===== src/common/iosw_pkg.sv =====
package iosw_pkg;

   // ***************************************************************
   // register map and field layout
   // ***************************************************************
   localparam logic [3:0] OFS_CTRL = 4'h0;
   localparam logic [3:0] OFS_STAT = 4'h4;
   localparam int CTRL_SEL_LSB = 0;
   localparam int CTRL_IFS_LSB = 3;
   localparam int STAT_HF_READY = 0;
   localparam int STAT_HF_STABLE = 1;
   localparam int STAT_LF_READY = 2;
   localparam int STAT_BUSY = 3;
   localparam int STAT_SRC_LSB = 4;
   localparam int STAT_PIN = 6;

   // ***************************************************************
   // reset values and configuration codes
   // ***************************************************************
   localparam logic [3:0] IFS_RESET = 4'h7;
   localparam logic [1:0] SEL_RESET = 2'h0;
   localparam logic [1:0] SEL_SECONDARY = 2'h1;
   localparam logic [2:0] MODE_INTERNAL = 3'h4;
   localparam logic [2:0] MODE_EXT_RC = 3'h3;
   localparam logic [2:0] IFS_LF_TOP = 3'h0;

   // ***************************************************************
   // timing
   // ***************************************************************
   localparam int CLK_FREQ_MHZ = 200;
   localparam int HF_START_NS = 2000;
   localparam int HF_STABLE_NS = 1000;
   localparam int LF_START_NS = 5000;
   localparam int CNT_W = 16;
   localparam logic [CNT_W-1:0] HF_START_CNT =
      CNT_W'((HF_START_NS * CLK_FREQ_MHZ + 999) / 1000);
   localparam logic [CNT_W-1:0] HF_STABLE_END =
      CNT_W'((HF_START_NS + HF_STABLE_NS) * CLK_FREQ_MHZ / 1000);
   localparam logic [CNT_W-1:0] LF_START_CNT =
      CNT_W'((LF_START_NS * CLK_FREQ_MHZ + 999) / 1000);
   localparam int DIV_W = 9;

   // ***************************************************************
   // types
   // ***************************************************************
   typedef enum logic [1:0] {SRC_EXT, SRC_SEC, SRC_HF, SRC_LF} iosw_src_type;
   typedef enum logic [1:0] {SW_RUN, SW_START, SW_FALL, SW_HOLD} iosw_sw_type;

   typedef struct packed {
      logic [3:0] address;
      logic read;
      logic write;
      logic [31:0] writedata;
   } iosw_avs_req_type;

   typedef struct packed {
      logic [31:0] readdata;
      logic waitrequest;
   } iosw_avs_rsp_type;

   typedef struct packed {
      logic [2:0] osc_mode_config;
      logic clock_output_enable_cfg;
      logic watchdog_enable;
      logic clk_monitor_enable;
      logic powerup_timer_enable;
   } iosw_cfg_type;

   typedef struct packed {
      logic hf;
      logic lf;
      logic sec;
      logic ext;
   } iosw_smp_type;

   typedef struct packed {
      logic hf_osc_enable;
      logic lf_osc_enable;
      logic aux_osc_enable;
      logic lf_periph_clk;
   } iosw_osc_ctl_type;

   typedef struct packed {
      logic osc_in_gpio_release;
      logic osc_out_pin_o;
      logic osc_out_pin_oe;
   } iosw_pin_type;

   // postscaler shift per select code; 000x takes the low-frequency source
   function automatic logic [3:0] iosw_div_shift(input logic [3:0] code);
      case (code)
         4'hF: iosw_div_shift = 4'h0;
         4'hE: iosw_div_shift = 4'h1;
         4'hD: iosw_div_shift = 4'h2;
         4'hC: iosw_div_shift = 4'h3;
         4'hB: iosw_div_shift = 4'h4;
         4'hA: iosw_div_shift = 4'h5;
         4'h9: iosw_div_shift = 4'h6;
         4'h8: iosw_div_shift = 4'h7;
         4'h7: iosw_div_shift = 4'h5;
         4'h6: iosw_div_shift = 4'h6;
         4'h5: iosw_div_shift = 4'h7;
         4'h4: iosw_div_shift = 4'h8;
         default: iosw_div_shift = 4'h9;
      endcase
   endfunction

endpackage


===== src/rtl/iosw_top.sv =====
`timescale 1ns/1ps
// What this block does
// - second pin: GPIO or clock out in internal and external RC modes
// - internal mode frees first pin for GPIO
// - internal mode config makes internal default
// - select upper bit one picks internal
// - 16 MHz and 31 kHz independent sources
// - HF enable: HF code and internal selected
// - HF ready flag while HF runs
// - HF stable flag within final frequency
// - LF enable: code 000x and internal selected, or peripheral need
// - LF also clocks timers and monitor
// - LF ready flag while LF runs
// - select code picks postscaled or LF
// - frequency select resets to 0111
// - duplicate codes, same source switches faster
// - start new oscillator, await current fall
// - hold low to new rise, then update
// - same source switch skips start delay
// - status shows both oscillators live state
// - aux oscillator covers HF power-up
// - clock select 00/01/1x, reset cleared
// - LF start about 5 us, HF about 2 us
module iosw_top (
   // clock and reset
   input wire logic clk_sys,
   input wire logic sys_rst,
   // register bus
   input wire iosw_pkg::iosw_avs_req_type avs_req,
   output iosw_pkg::iosw_avs_rsp_type avs_rsp,
   // configuration words and peripheral demands
   input wire iosw_pkg::iosw_cfg_type cfg,
   // oscillator and clock inputs
   input wire iosw_pkg::iosw_smp_type osc_in,
   // second oscillator pin in gpio use
   input wire logic gpio_out_o,
   input wire logic gpio_out_oe,
   input wire logic osc_out_pin_i,
   // oscillator control and system clock
   output iosw_pkg::iosw_osc_ctl_type osc_ctl,
   output iosw_pkg::iosw_pin_type pins,
   output logic sys_clk_out
);
   import iosw_pkg::*;

   // ***************************************************************
   // state
   // ***************************************************************
   typedef struct packed {
      iosw_avs_rsp_type rsp;
      logic [3:0] ifs;
      logic [1:0] clk_sel;
      logic boot;
      iosw_src_type act_src;
      logic [3:0] act_ifs;
      iosw_src_type tgt_src;
      logic [3:0] tgt_ifs;
      iosw_sw_type sw;
      iosw_smp_type smp;
      logic pin_smp;
      logic [DIV_W-1:0] div_cnt;
      logic cur_prev;
      logic new_prev;
      logic [CNT_W-1:0] hf_cnt;
      logic hf_ready;
      logic hf_stable;
      logic [CNT_W-1:0] lf_cnt;
      logic lf_ready;
      logic sys_clk;
      iosw_osc_ctl_type osc;
      iosw_pin_type pins;
   } iosw_state_type;

   iosw_state_type s_reg;
   iosw_state_type s_next;

   logic tgt_int;
   iosw_src_type tgt_src;
   logic cur_lvl;
   logic new_lvl;
   logic [31:0] rd_data;

   // ***************************************************************
   // helpers
   // ***************************************************************
   function automatic logic src_level(input iosw_src_type src, input logic [3:0] ifs,
                                      input iosw_smp_type smp,
                                      input logic [DIV_W-1:0] div);
      logic [3:0] sh;
      sh = iosw_div_shift(ifs);
      case (src)
         SRC_HF: src_level = (sh == 4'h0) ? smp.hf : div[sh-4'h1];
         SRC_LF: src_level = smp.lf;
         SRC_SEC: src_level = smp.sec;
         default: src_level = smp.ext;
      endcase
   endfunction

   function automatic logic src_ready(input iosw_src_type src, input logic hf_rdy,
                                      input logic lf_rdy);
      case (src)
         SRC_HF: src_ready = hf_rdy;
         SRC_LF: src_ready = lf_rdy;
         default: src_ready = 1'b1;
      endcase
   endfunction

   // ***************************************************************
   // source selection
   // ***************************************************************
   assign tgt_int = s_reg.clk_sel[1] ||
      (s_reg.clk_sel == SEL_RESET && cfg.osc_mode_config == MODE_INTERNAL);
   always_comb begin
      if (tgt_int) begin
         tgt_src = (s_reg.ifs[3:1] == IFS_LF_TOP) ? SRC_LF : SRC_HF;
      end else if (s_reg.clk_sel == SEL_SECONDARY) begin
         tgt_src = SRC_SEC;
      end else begin
         tgt_src = SRC_EXT;
      end
   end

   assign cur_lvl = src_level(s_reg.act_src, s_reg.act_ifs, s_reg.smp, s_reg.div_cnt);
   assign new_lvl = src_level(s_reg.tgt_src, s_reg.tgt_ifs, s_reg.smp, s_reg.div_cnt);

   // ***************************************************************
   // register read mux
   // ***************************************************************
   always_comb begin
      rd_data = 32'h0000_0000;
      if (avs_req.address == OFS_CTRL) begin
         rd_data[CTRL_SEL_LSB +: 2] = s_reg.clk_sel;
         rd_data[CTRL_IFS_LSB +: 4] = s_reg.ifs;
      end else if (avs_req.address == OFS_STAT) begin
         rd_data[STAT_HF_READY] = s_reg.hf_ready;
         rd_data[STAT_HF_STABLE] = s_reg.hf_stable;
         rd_data[STAT_LF_READY] = s_reg.lf_ready;
         rd_data[STAT_BUSY] = (s_reg.sw != SW_RUN);
         rd_data[STAT_SRC_LSB +: 2] = s_reg.act_src;
         rd_data[STAT_PIN] = s_reg.pin_smp;
      end
   end

   // ***************************************************************
   // next state
   // ***************************************************************
   always_comb begin
      s_next = s_reg;

      // bus slave: one wait cycle, then a single-cycle answer
      s_next.rsp.waitrequest = 1'b1;
      if ((avs_req.read || avs_req.write) && s_reg.rsp.waitrequest) begin
         s_next.rsp.waitrequest = 1'b0;
         s_next.rsp.readdata = rd_data;
      end
      if (avs_req.write && !s_reg.rsp.waitrequest && avs_req.address == OFS_CTRL) begin
         s_next.clk_sel = avs_req.writedata[CTRL_SEL_LSB +: 2];
         s_next.ifs = avs_req.writedata[CTRL_IFS_LSB +: 4];
      end

      // input sampling; the low-frequency clock is forwarded to timers
      s_next.smp = osc_in;
      s_next.pin_smp = osc_out_pin_i;
      s_next.osc.lf_periph_clk = s_reg.smp.lf;
      if (osc_in.hf && !s_reg.smp.hf) begin
         s_next.div_cnt = s_reg.div_cnt + 1'b1;
      end
      s_next.cur_prev = cur_lvl;
      s_next.new_prev = new_lvl;

      // oscillator enables; the active and pending sources stay powered
      s_next.osc.hf_osc_enable =
         (s_reg.ifs[3:1] != IFS_LF_TOP &&
          (cfg.osc_mode_config == MODE_INTERNAL || s_reg.clk_sel[1])) ||
         s_reg.act_src == SRC_HF ||
         (s_reg.sw != SW_RUN && s_reg.tgt_src == SRC_HF);
      s_next.osc.lf_osc_enable =
         (s_reg.ifs[3:1] == IFS_LF_TOP && s_reg.clk_sel[1]) ||
         cfg.watchdog_enable || cfg.clk_monitor_enable || cfg.powerup_timer_enable ||
         s_reg.act_src == SRC_LF ||
         (s_reg.sw != SW_RUN && s_reg.tgt_src == SRC_LF);
      s_next.osc.aux_osc_enable = s_reg.osc.hf_osc_enable && !s_reg.hf_ready;

      // high-frequency start-up and settling
      if (!s_reg.osc.hf_osc_enable) begin
         s_next.hf_cnt = '0;
         s_next.hf_ready = 1'b0;
         s_next.hf_stable = 1'b0;
      end else begin
         if (s_reg.hf_cnt != HF_STABLE_END) begin
            s_next.hf_cnt = s_reg.hf_cnt + 1'b1;
         end
         s_next.hf_ready = (s_reg.hf_cnt >= HF_START_CNT);
         s_next.hf_stable = (s_reg.hf_cnt >= HF_STABLE_END);
      end

      // low-frequency start-up; already running when a timer holds it on
      if (!s_reg.osc.lf_osc_enable) begin
         s_next.lf_cnt = '0;
         s_next.lf_ready = 1'b0;
      end else begin
         if (s_reg.lf_cnt != LF_START_CNT) begin
            s_next.lf_cnt = s_reg.lf_cnt + 1'b1;
         end
         s_next.lf_ready = (s_reg.lf_cnt >= LF_START_CNT);
      end

      // glitch-free switch; a stopped current clock stalls it in SW_FALL
      case (s_reg.sw)
         SW_RUN: begin
            if (s_reg.boot) begin
               s_next.act_src = tgt_src;
               s_next.act_ifs = s_reg.ifs;
               s_next.boot = 1'b0;
            end else if (tgt_src != s_reg.act_src ||
                         (tgt_int && s_reg.ifs != s_reg.act_ifs)) begin
               s_next.tgt_src = tgt_src;
               s_next.tgt_ifs = s_reg.ifs;
               s_next.sw = SW_START;
            end
         end
         SW_START: begin
            if (src_ready(s_reg.tgt_src, s_reg.hf_ready, s_reg.lf_ready)) begin
               s_next.sw = SW_FALL;
            end
         end
         SW_FALL: begin
            if (s_reg.cur_prev && !cur_lvl) begin
               s_next.sw = SW_HOLD;
            end
         end
         SW_HOLD: begin
            if (!s_reg.new_prev && new_lvl) begin
               s_next.act_src = s_reg.tgt_src;
               s_next.act_ifs = s_reg.tgt_ifs;
               s_next.sw = SW_RUN;
            end
         end
         default: begin
            s_next.sw = SW_RUN;
         end
      endcase

      s_next.sys_clk = (s_reg.sw != SW_HOLD) && cur_lvl &&
         src_ready(s_reg.act_src, s_reg.hf_ready, s_reg.lf_ready);

      // oscillator pins
      s_next.pins.osc_in_gpio_release = (cfg.osc_mode_config == MODE_INTERNAL);
      if (cfg.osc_mode_config == MODE_INTERNAL || cfg.osc_mode_config == MODE_EXT_RC) begin
         if (cfg.clock_output_enable_cfg) begin
            s_next.pins.osc_out_pin_o = s_reg.sys_clk;
            s_next.pins.osc_out_pin_oe = 1'b1;
         end else begin
            s_next.pins.osc_out_pin_o = gpio_out_o;
            s_next.pins.osc_out_pin_oe = gpio_out_oe;
         end
      end else begin
         s_next.pins.osc_out_pin_o = 1'b0;
         s_next.pins.osc_out_pin_oe = 1'b0;
      end
   end

   // ***************************************************************
   // registers
   // ***************************************************************
   always_ff @(posedge clk_sys) begin
      if (sys_rst) begin
         s_reg <= '0;
         s_reg.ifs <= IFS_RESET;
         s_reg.clk_sel <= SEL_RESET;
         s_reg.rsp.waitrequest <= 1'b1;
         s_reg.boot <= 1'b1;
      end else begin
         s_reg <= s_next;
      end
   end

   assign avs_rsp = s_reg.rsp;
   assign osc_ctl = s_reg.osc;
   assign pins = s_reg.pins;
   assign sys_clk_out = s_reg.sys_clk;
endmodule


===== config.mk =====
export PLATFORM = sky130hd
export DESIGN_NAME = iosw_top
export DESIGN_NICKNAME = d
export VERILOG_FILES = /design/src/common/iosw_pkg.sv /design/src/rtl/iosw_top.sv
export SDC_FILE = /design/constraint.sdc
export NUM_CORES = 1
export LEC_CHECK = 0
export ABC_AREA = 1
export BUFFER_PORTS_ARGS = -buffer_cell sky130_fd_sc_hd__buf_2
export CAP_MARGIN = 20
export CELL_PAD_IN_SITES_DETAIL_PLACEMENT = 1
export CELL_PAD_IN_SITES_GLOBAL_PLACEMENT = 1
export CORE_UTILIZATION = 25
export DETAILED_ROUTE_END_ITERATION = 10
export GPL_TIMING_DRIVEN = 0
export PLACE_DENSITY_LB_ADDON = 0.1
export SLEW_MARGIN = 5
export SYNTH_ARGS = -nofsm -noshare
export SYNTH_HDL_FRONTEND = slang
export SYNTH_SLANG_ARGS = --single-unit

===== constraint.sdc =====
create_clock -name clk_sys -period 2.8 [get_ports clk_sys]
set_input_delay 0.7 -clock clk_sys [delete_from_list [all_inputs] [get_ports clk_sys]]
set_output_delay 0.7 -clock clk_sys [all_outputs]
set_load 0.02 [all_outputs]

Word-level counts from Yosys, hierarchy flattened
Memories as Yosys holds them, arrays and structs flattened. A register that Yosys moved wholly into a read port is not among the register bits.
Cells that the tools add are included.
- flip-flop bits (word level): 88
- latch bits: 0
- RAM bits: 0
- memory bits (read-only): 128
- bits of input ports: 54
- output and inout port bits: 41
- word-level logic and storage cells: 151
- memories: 2
- add/sub/neg operators: 5
- multiply operators: 0
- divide/modulo/power cells: 0
- magnitude comparators: 5
- equality and inequality tests: 24
- shift-type cells: 0
- muxes and demuxes: 33
- bitwise logic cells: 4
- reductions and logical operators: 47
- memory list (memory ; words ; bits a word ; read ports ; clocked after memory_dff ; wr ports ; RTL line ; text):
    (no name shown) ; 16 ; 4 ; 1 ; 1 ; 0 ; iosw_pkg.sv:91 ; case (code)
    (no name shown) ; 16 ; 4 ; 1 ; 1 ; 0 ; iosw_pkg.sv:91 ;
- operators with widths (kind ; number):
    $add A16 B1 Y16 const B ; 2
    $ge A16 B10 Y1 const B ; 2
    $ne A16 B10 Y1 const B ; 2
    $mux W4 ; 5
    $ge A16 B9 Y1 const B ; 1
    $mux W2 ; 8
    $logic_and A1 B1 Y1 ; 15
    $ne A2 B2 Y1 const B ; 7
    $eq A2 B2 Y1 const B ; 6
    $logic_not A4 Y1 ; 3
    $logic_or A1 B1 Y1 ; 12
    $mux W6 ; 2
    $pmux W6 S2 ; 1
    $lt A4 B5 Y1 const B ; 2
    $add A9 B1 Y9 const B ; 1
    $mux W1 ; 9
    $bmux W1 S4 ; 2
    $eq A2 B1 Y1 const B ; 4
    $pmux W2 S4 ; 1
    $sub A4 B1 Y4 const B ; 2
    $mux W7 ; 1
    $pmux W1 S3 ; 2
    $reduce_and A3 Y1 ; 2
    $reduce_or A2 Y1 ; 3
    other kinds (13) ; 23

Logic depth before layout (Yosys ltp)
- word-level depth: 10
- mapped depth: 19
- depth with buffers taken out: 19

Worst setup path before layout
No wires, ideal clock.
- path kind: input port to flip-flop
- start point: in cfg[5] (netlist bit)
- end point: reg (tool-made name)
- setup time: 117 ps
- data arrival time: 2149 ps
- data required time: 2683 ps
- setup slack: 534 ps
- stages on the path: 14
- path buffers: 0
- cell sequence: inv_1 > nand3_1 > nand2_1 > nand2_2 > nand2_2 > xor2_2 > o211ai_2 > nand2_4 > nor2_1 > nor3_4 > inv_2 > ha_1 > nand3_1 > o21ai_1
- RTL lines (what ; RTL line ; text):
    start, declared ; iosw_top.sv:32 ; input wire iosw_pkg::iosw_cfg_type cfg,

==> run summary <==
Setup total negative slack on the finished layout was measured at 0 ns. The share of cell area taken by muxes after synthesis was 0.224%. For the pin with the worst max-slew slack, the measured transition is 0.894 ns. The run gives 48 as the count of unique library cells instantiated by Yosys. Grouping stages by cell kind, the critical path spends the most delay in simple AND/OR/NAND/NOR gates. Master of the slowest instance on the critical path: sky130_fd_sc_hd__dfxtp_2. Fill cells in the final layout number 2481.

The clock passes through at most 2 buffers. The die is 144 um tall. IR analysis of the VDD net gives a maximum drop of 0.000303 V. The max-slew violation count came out at 0. The per-cell via count in the routed design was 4.27. The number of flip-flops in the largest register works out to 71.

The worst stage delay on the critical path was 0.35 ns; the portion of the clock cycle consumed by the worst path in the final layout was 90.3%. CTS built an H-tree with a depth of 3. The adder-cell share of the synthesized area works out to 3.73%. The flow ran to the end, and the final reports show no timing, DRC or antenna violations.

Synthesized area: 5030 um2. The first detailed-routing pass took 4 iterations. The tools report the boundary pin count as 95. Area growth from synthesis to layout: 18.5%. The most used flip-flop cell after synthesis is sky130_fd_sc_hd__dfxtp_1.

In the synthesized netlist, the cells that appear most often are sky130_fd_sc_hd__inv_1, sky130_fd_sc_hd__nand2_1, sky130_fd_sc_hd__dfxtp_1. Counting stages on the worst path, the most repeated cell is sky130_fd_sc_hd__nand2_1. For this run the aggregate overflow at the end of global routing stands at 0. The starting utilization of the core area is 25.7%, and the DRC violation count after routing is 0. The sort of element at the end of the critical path is a flip-flop.

By area the synthesized netlist is led by sky130_fd_sc_hd__dfxtp_1, sky130_fd_sc_hd__inv_1, sky130_fd_sc_hd__nand2_1. The synthesized netlist devotes 14.8% of its cell area to compound gates. The count of flip-flops with a built-in enable after synthesis is 0, and the global-route wire length before repair is 22.4 mm. Clock network latency to the later pin of the worst-skew pair: 0.35 ns. For the highest clock rate, the log shows 0.396 GHz. After synthesis, flip-flops and latches occupy 38.2% of the total area. The tools report the count of final hold-check violations as 0. The logs give 0 for the max-capacitance violation count and 0.00266 uW for the leakage power.

The design draws 4380 uW. The largest net degree at the start of global routing was 16; the synthesized area divided by synthesized cell count was 7.17 um2. Post-synthesis register bit count: 96.

The worst setup path is of the reg2reg kind. The clock sink total was 96; the weighted congestion reported at the end of routability-driven placement was 0.780. The critical path goes through inv_2 > ha_4 > inv_1 > nand2_1 > nand2_1 > nand3b_1 > nand3_1 > nand2_1 > nand2_1 > nand2_1 > nand2_2 > nand3_2 > nand2_4 > nand2_4 > nand2_2 > nand3_1 > ha_1 > nand3_1 > nand2_1. TritonCTS built the clock tree. The Yosys step of the flow raised 0 warnings. The number of rows created at floorplan was 51; the total via count in the routed design was 4471. The overall global routing resource usage is 14.1%.

Subtracting the final worst setup slack from the clock period gives 2.53 ns. Summing the areas of all and, or, nand and nor instances in the mapped netlist gives 25.2% of the synthesized area. Most frequent cell after synthesis: sky130_fd_sc_hd__inv_1. The biggest area contributor in the post-synthesis netlist is sky130_fd_sc_hd__dfxtp_1. Power spread over the standard cell area amounts to 735 nW/um2. Fraction of synthesized cell area in xor and xnor cells: 1.37%. The initial antenna violation count was 0; the CTS buffer count was 9. After detailed routing, the total wire length is 13.4 mm. After floorplanning, the core was sized to cover 19600 um2. The count of input and output buffers works out to 43. For the count of nets left with antenna violations after detail routing, the log shows 0. The worst setup path is launched from a flip-flop.

The die covers 20700 um2. The tools report the total number of nets in the final design as 848. The arrival time at the worst endpoint is 2.77 ns, and the via count of the first global-routing pass is 4615. Clock-pin slew was measured on the worst setup and hold paths at 0.07 ns. First-iteration detailed-routing DRC count: 151.

In this run the tightest slew margin relative to its limit is 38.9%. The synthesized instance count came out at 701. Data on the critical path is required at its endpoint by 3.04 ns. The top cell type's share of synthesized area came out at 38.2%.

The die is 144 um wide. The largest family of logic cells by synthesized area was simple AND/OR/NAND/NOR gates. For this run, the number of standard cells in the final layout without fillers is 1048.

The number of inserted diodes came out at 0. The tightest min-delay check is of the reg2reg type. Detailed placement finished with a half-perimeter wire length of 10.8 mm.

Setup violations remaining at the end of the flow were counted as 0. Of the cells placed in the final design, the portion with a size suffix greater than 1 is 17.5%. The number of placed cells counting well taps is 1033.

The cell sitting at the root of the clock tree is a sky130_fd_sc_hd__clkbuf_16. The highest fanout seen on the critical path was 9. Setup repair after global routing left no endpoint under its margin.

The count of hold-fix buffers inserted at cts was 0. The critical path contains buffers and inverters numbering 2 combined. Across the routed clock network, the largest skew measured is 0.00671 ns. Of all flip-flops after synthesis, the portion carrying an async set or reset was 0%.

After detailed routing, the average wire length per cell comes to 12.8 um.
per-layer routing:
metal | global-route usage, % | vias to the layer above | wire length [um]
met5 | 0 | - | 0
met4 | 3.53 | 0 | 139
met3 | 3.40 | 10 | 398
met2 | 24.5 | 49 | 6450
met1 | 17.4 | 2079 | 6460
li1 | - | 2333 | -
stage by stage:
stage               hold slack [ns]  utilization (%)  area (um2)  worst slack, ns
floorplan                     0.393                -        5120            0.534
finish                        0.421             30.4        5960            0.273
global route                  0.469             30.4        5960           0.0103
global placement              0.427             28.9        5660           0.0290
CTS                           0.434             30.3        5940           0.0838
detailed placement            0.425             28.9        5660         -0.00291
layout by cell type (no fill, tap or decap), drive strengths merged, types with 3 or more instances in the layout:
master	instances
a21oi	54
dfxtp	96
nor3	19
conb	25
o221ai	6
clkinv	5
ha	15
a31oi	3
o21a	4
nor2	67
o21ai	56
nand2	120
nor4	4
xor2	4
xnor2	3
nand3	39
nand4	11
buf	85
inv	129
nor3b	3
clkbuf	16
nand3b	3
worst paths after layout:
check	start	endpoint	slack [ns]	depth (start not counted)
min	s_reg[26]	osc_ctl[1]	0.42	1
max	flip-flop	flip-flop	0.27	19
max reg2reg	flip-flop	flip-flop	0.27	19
min reg2reg	s_reg[26]	osc_ctl[1]	0.42	1
layout make-up:
class	instances	area, um2	area share (%)
inverters	131	492	8.25
multi-input cells	450	2390	40.2
repair buffers	43	215	3.61
clock buffers	10	239	4.01
plain buffers	48	330	5.55
clock inverters	5	33.8	0.567
well taps	265	332	5.57
flip-flops and latches	96	1920	32.3
timing repair:
item | 4_1_cts | 5_1_grt
buffers inserted | 0 | 0
gates resized for setup | 1 | 3
cloned | 0 | 0
endpoints found under the setup margin | 1 | 3
power breakdown:
part,total (uW),switching [uW],internal (uW)
combinational,1550,987,565
sequential,1660,125,1540
clock,1160,544,620
logic make-up (layout without fill, tap and decap cells):
kind of cell	after synthesis	count (layout)
AOI/OAI and AO/OA	133	133
xor gates and xnor gates	7	7
adders and majority gates	15	15
buffers and inverters	179	237
DFF	96	96
muxes	1	1
other	1	25
and+or+nand+nor	269	269
No activity file was read; power rests on OpenSTA's default activity.
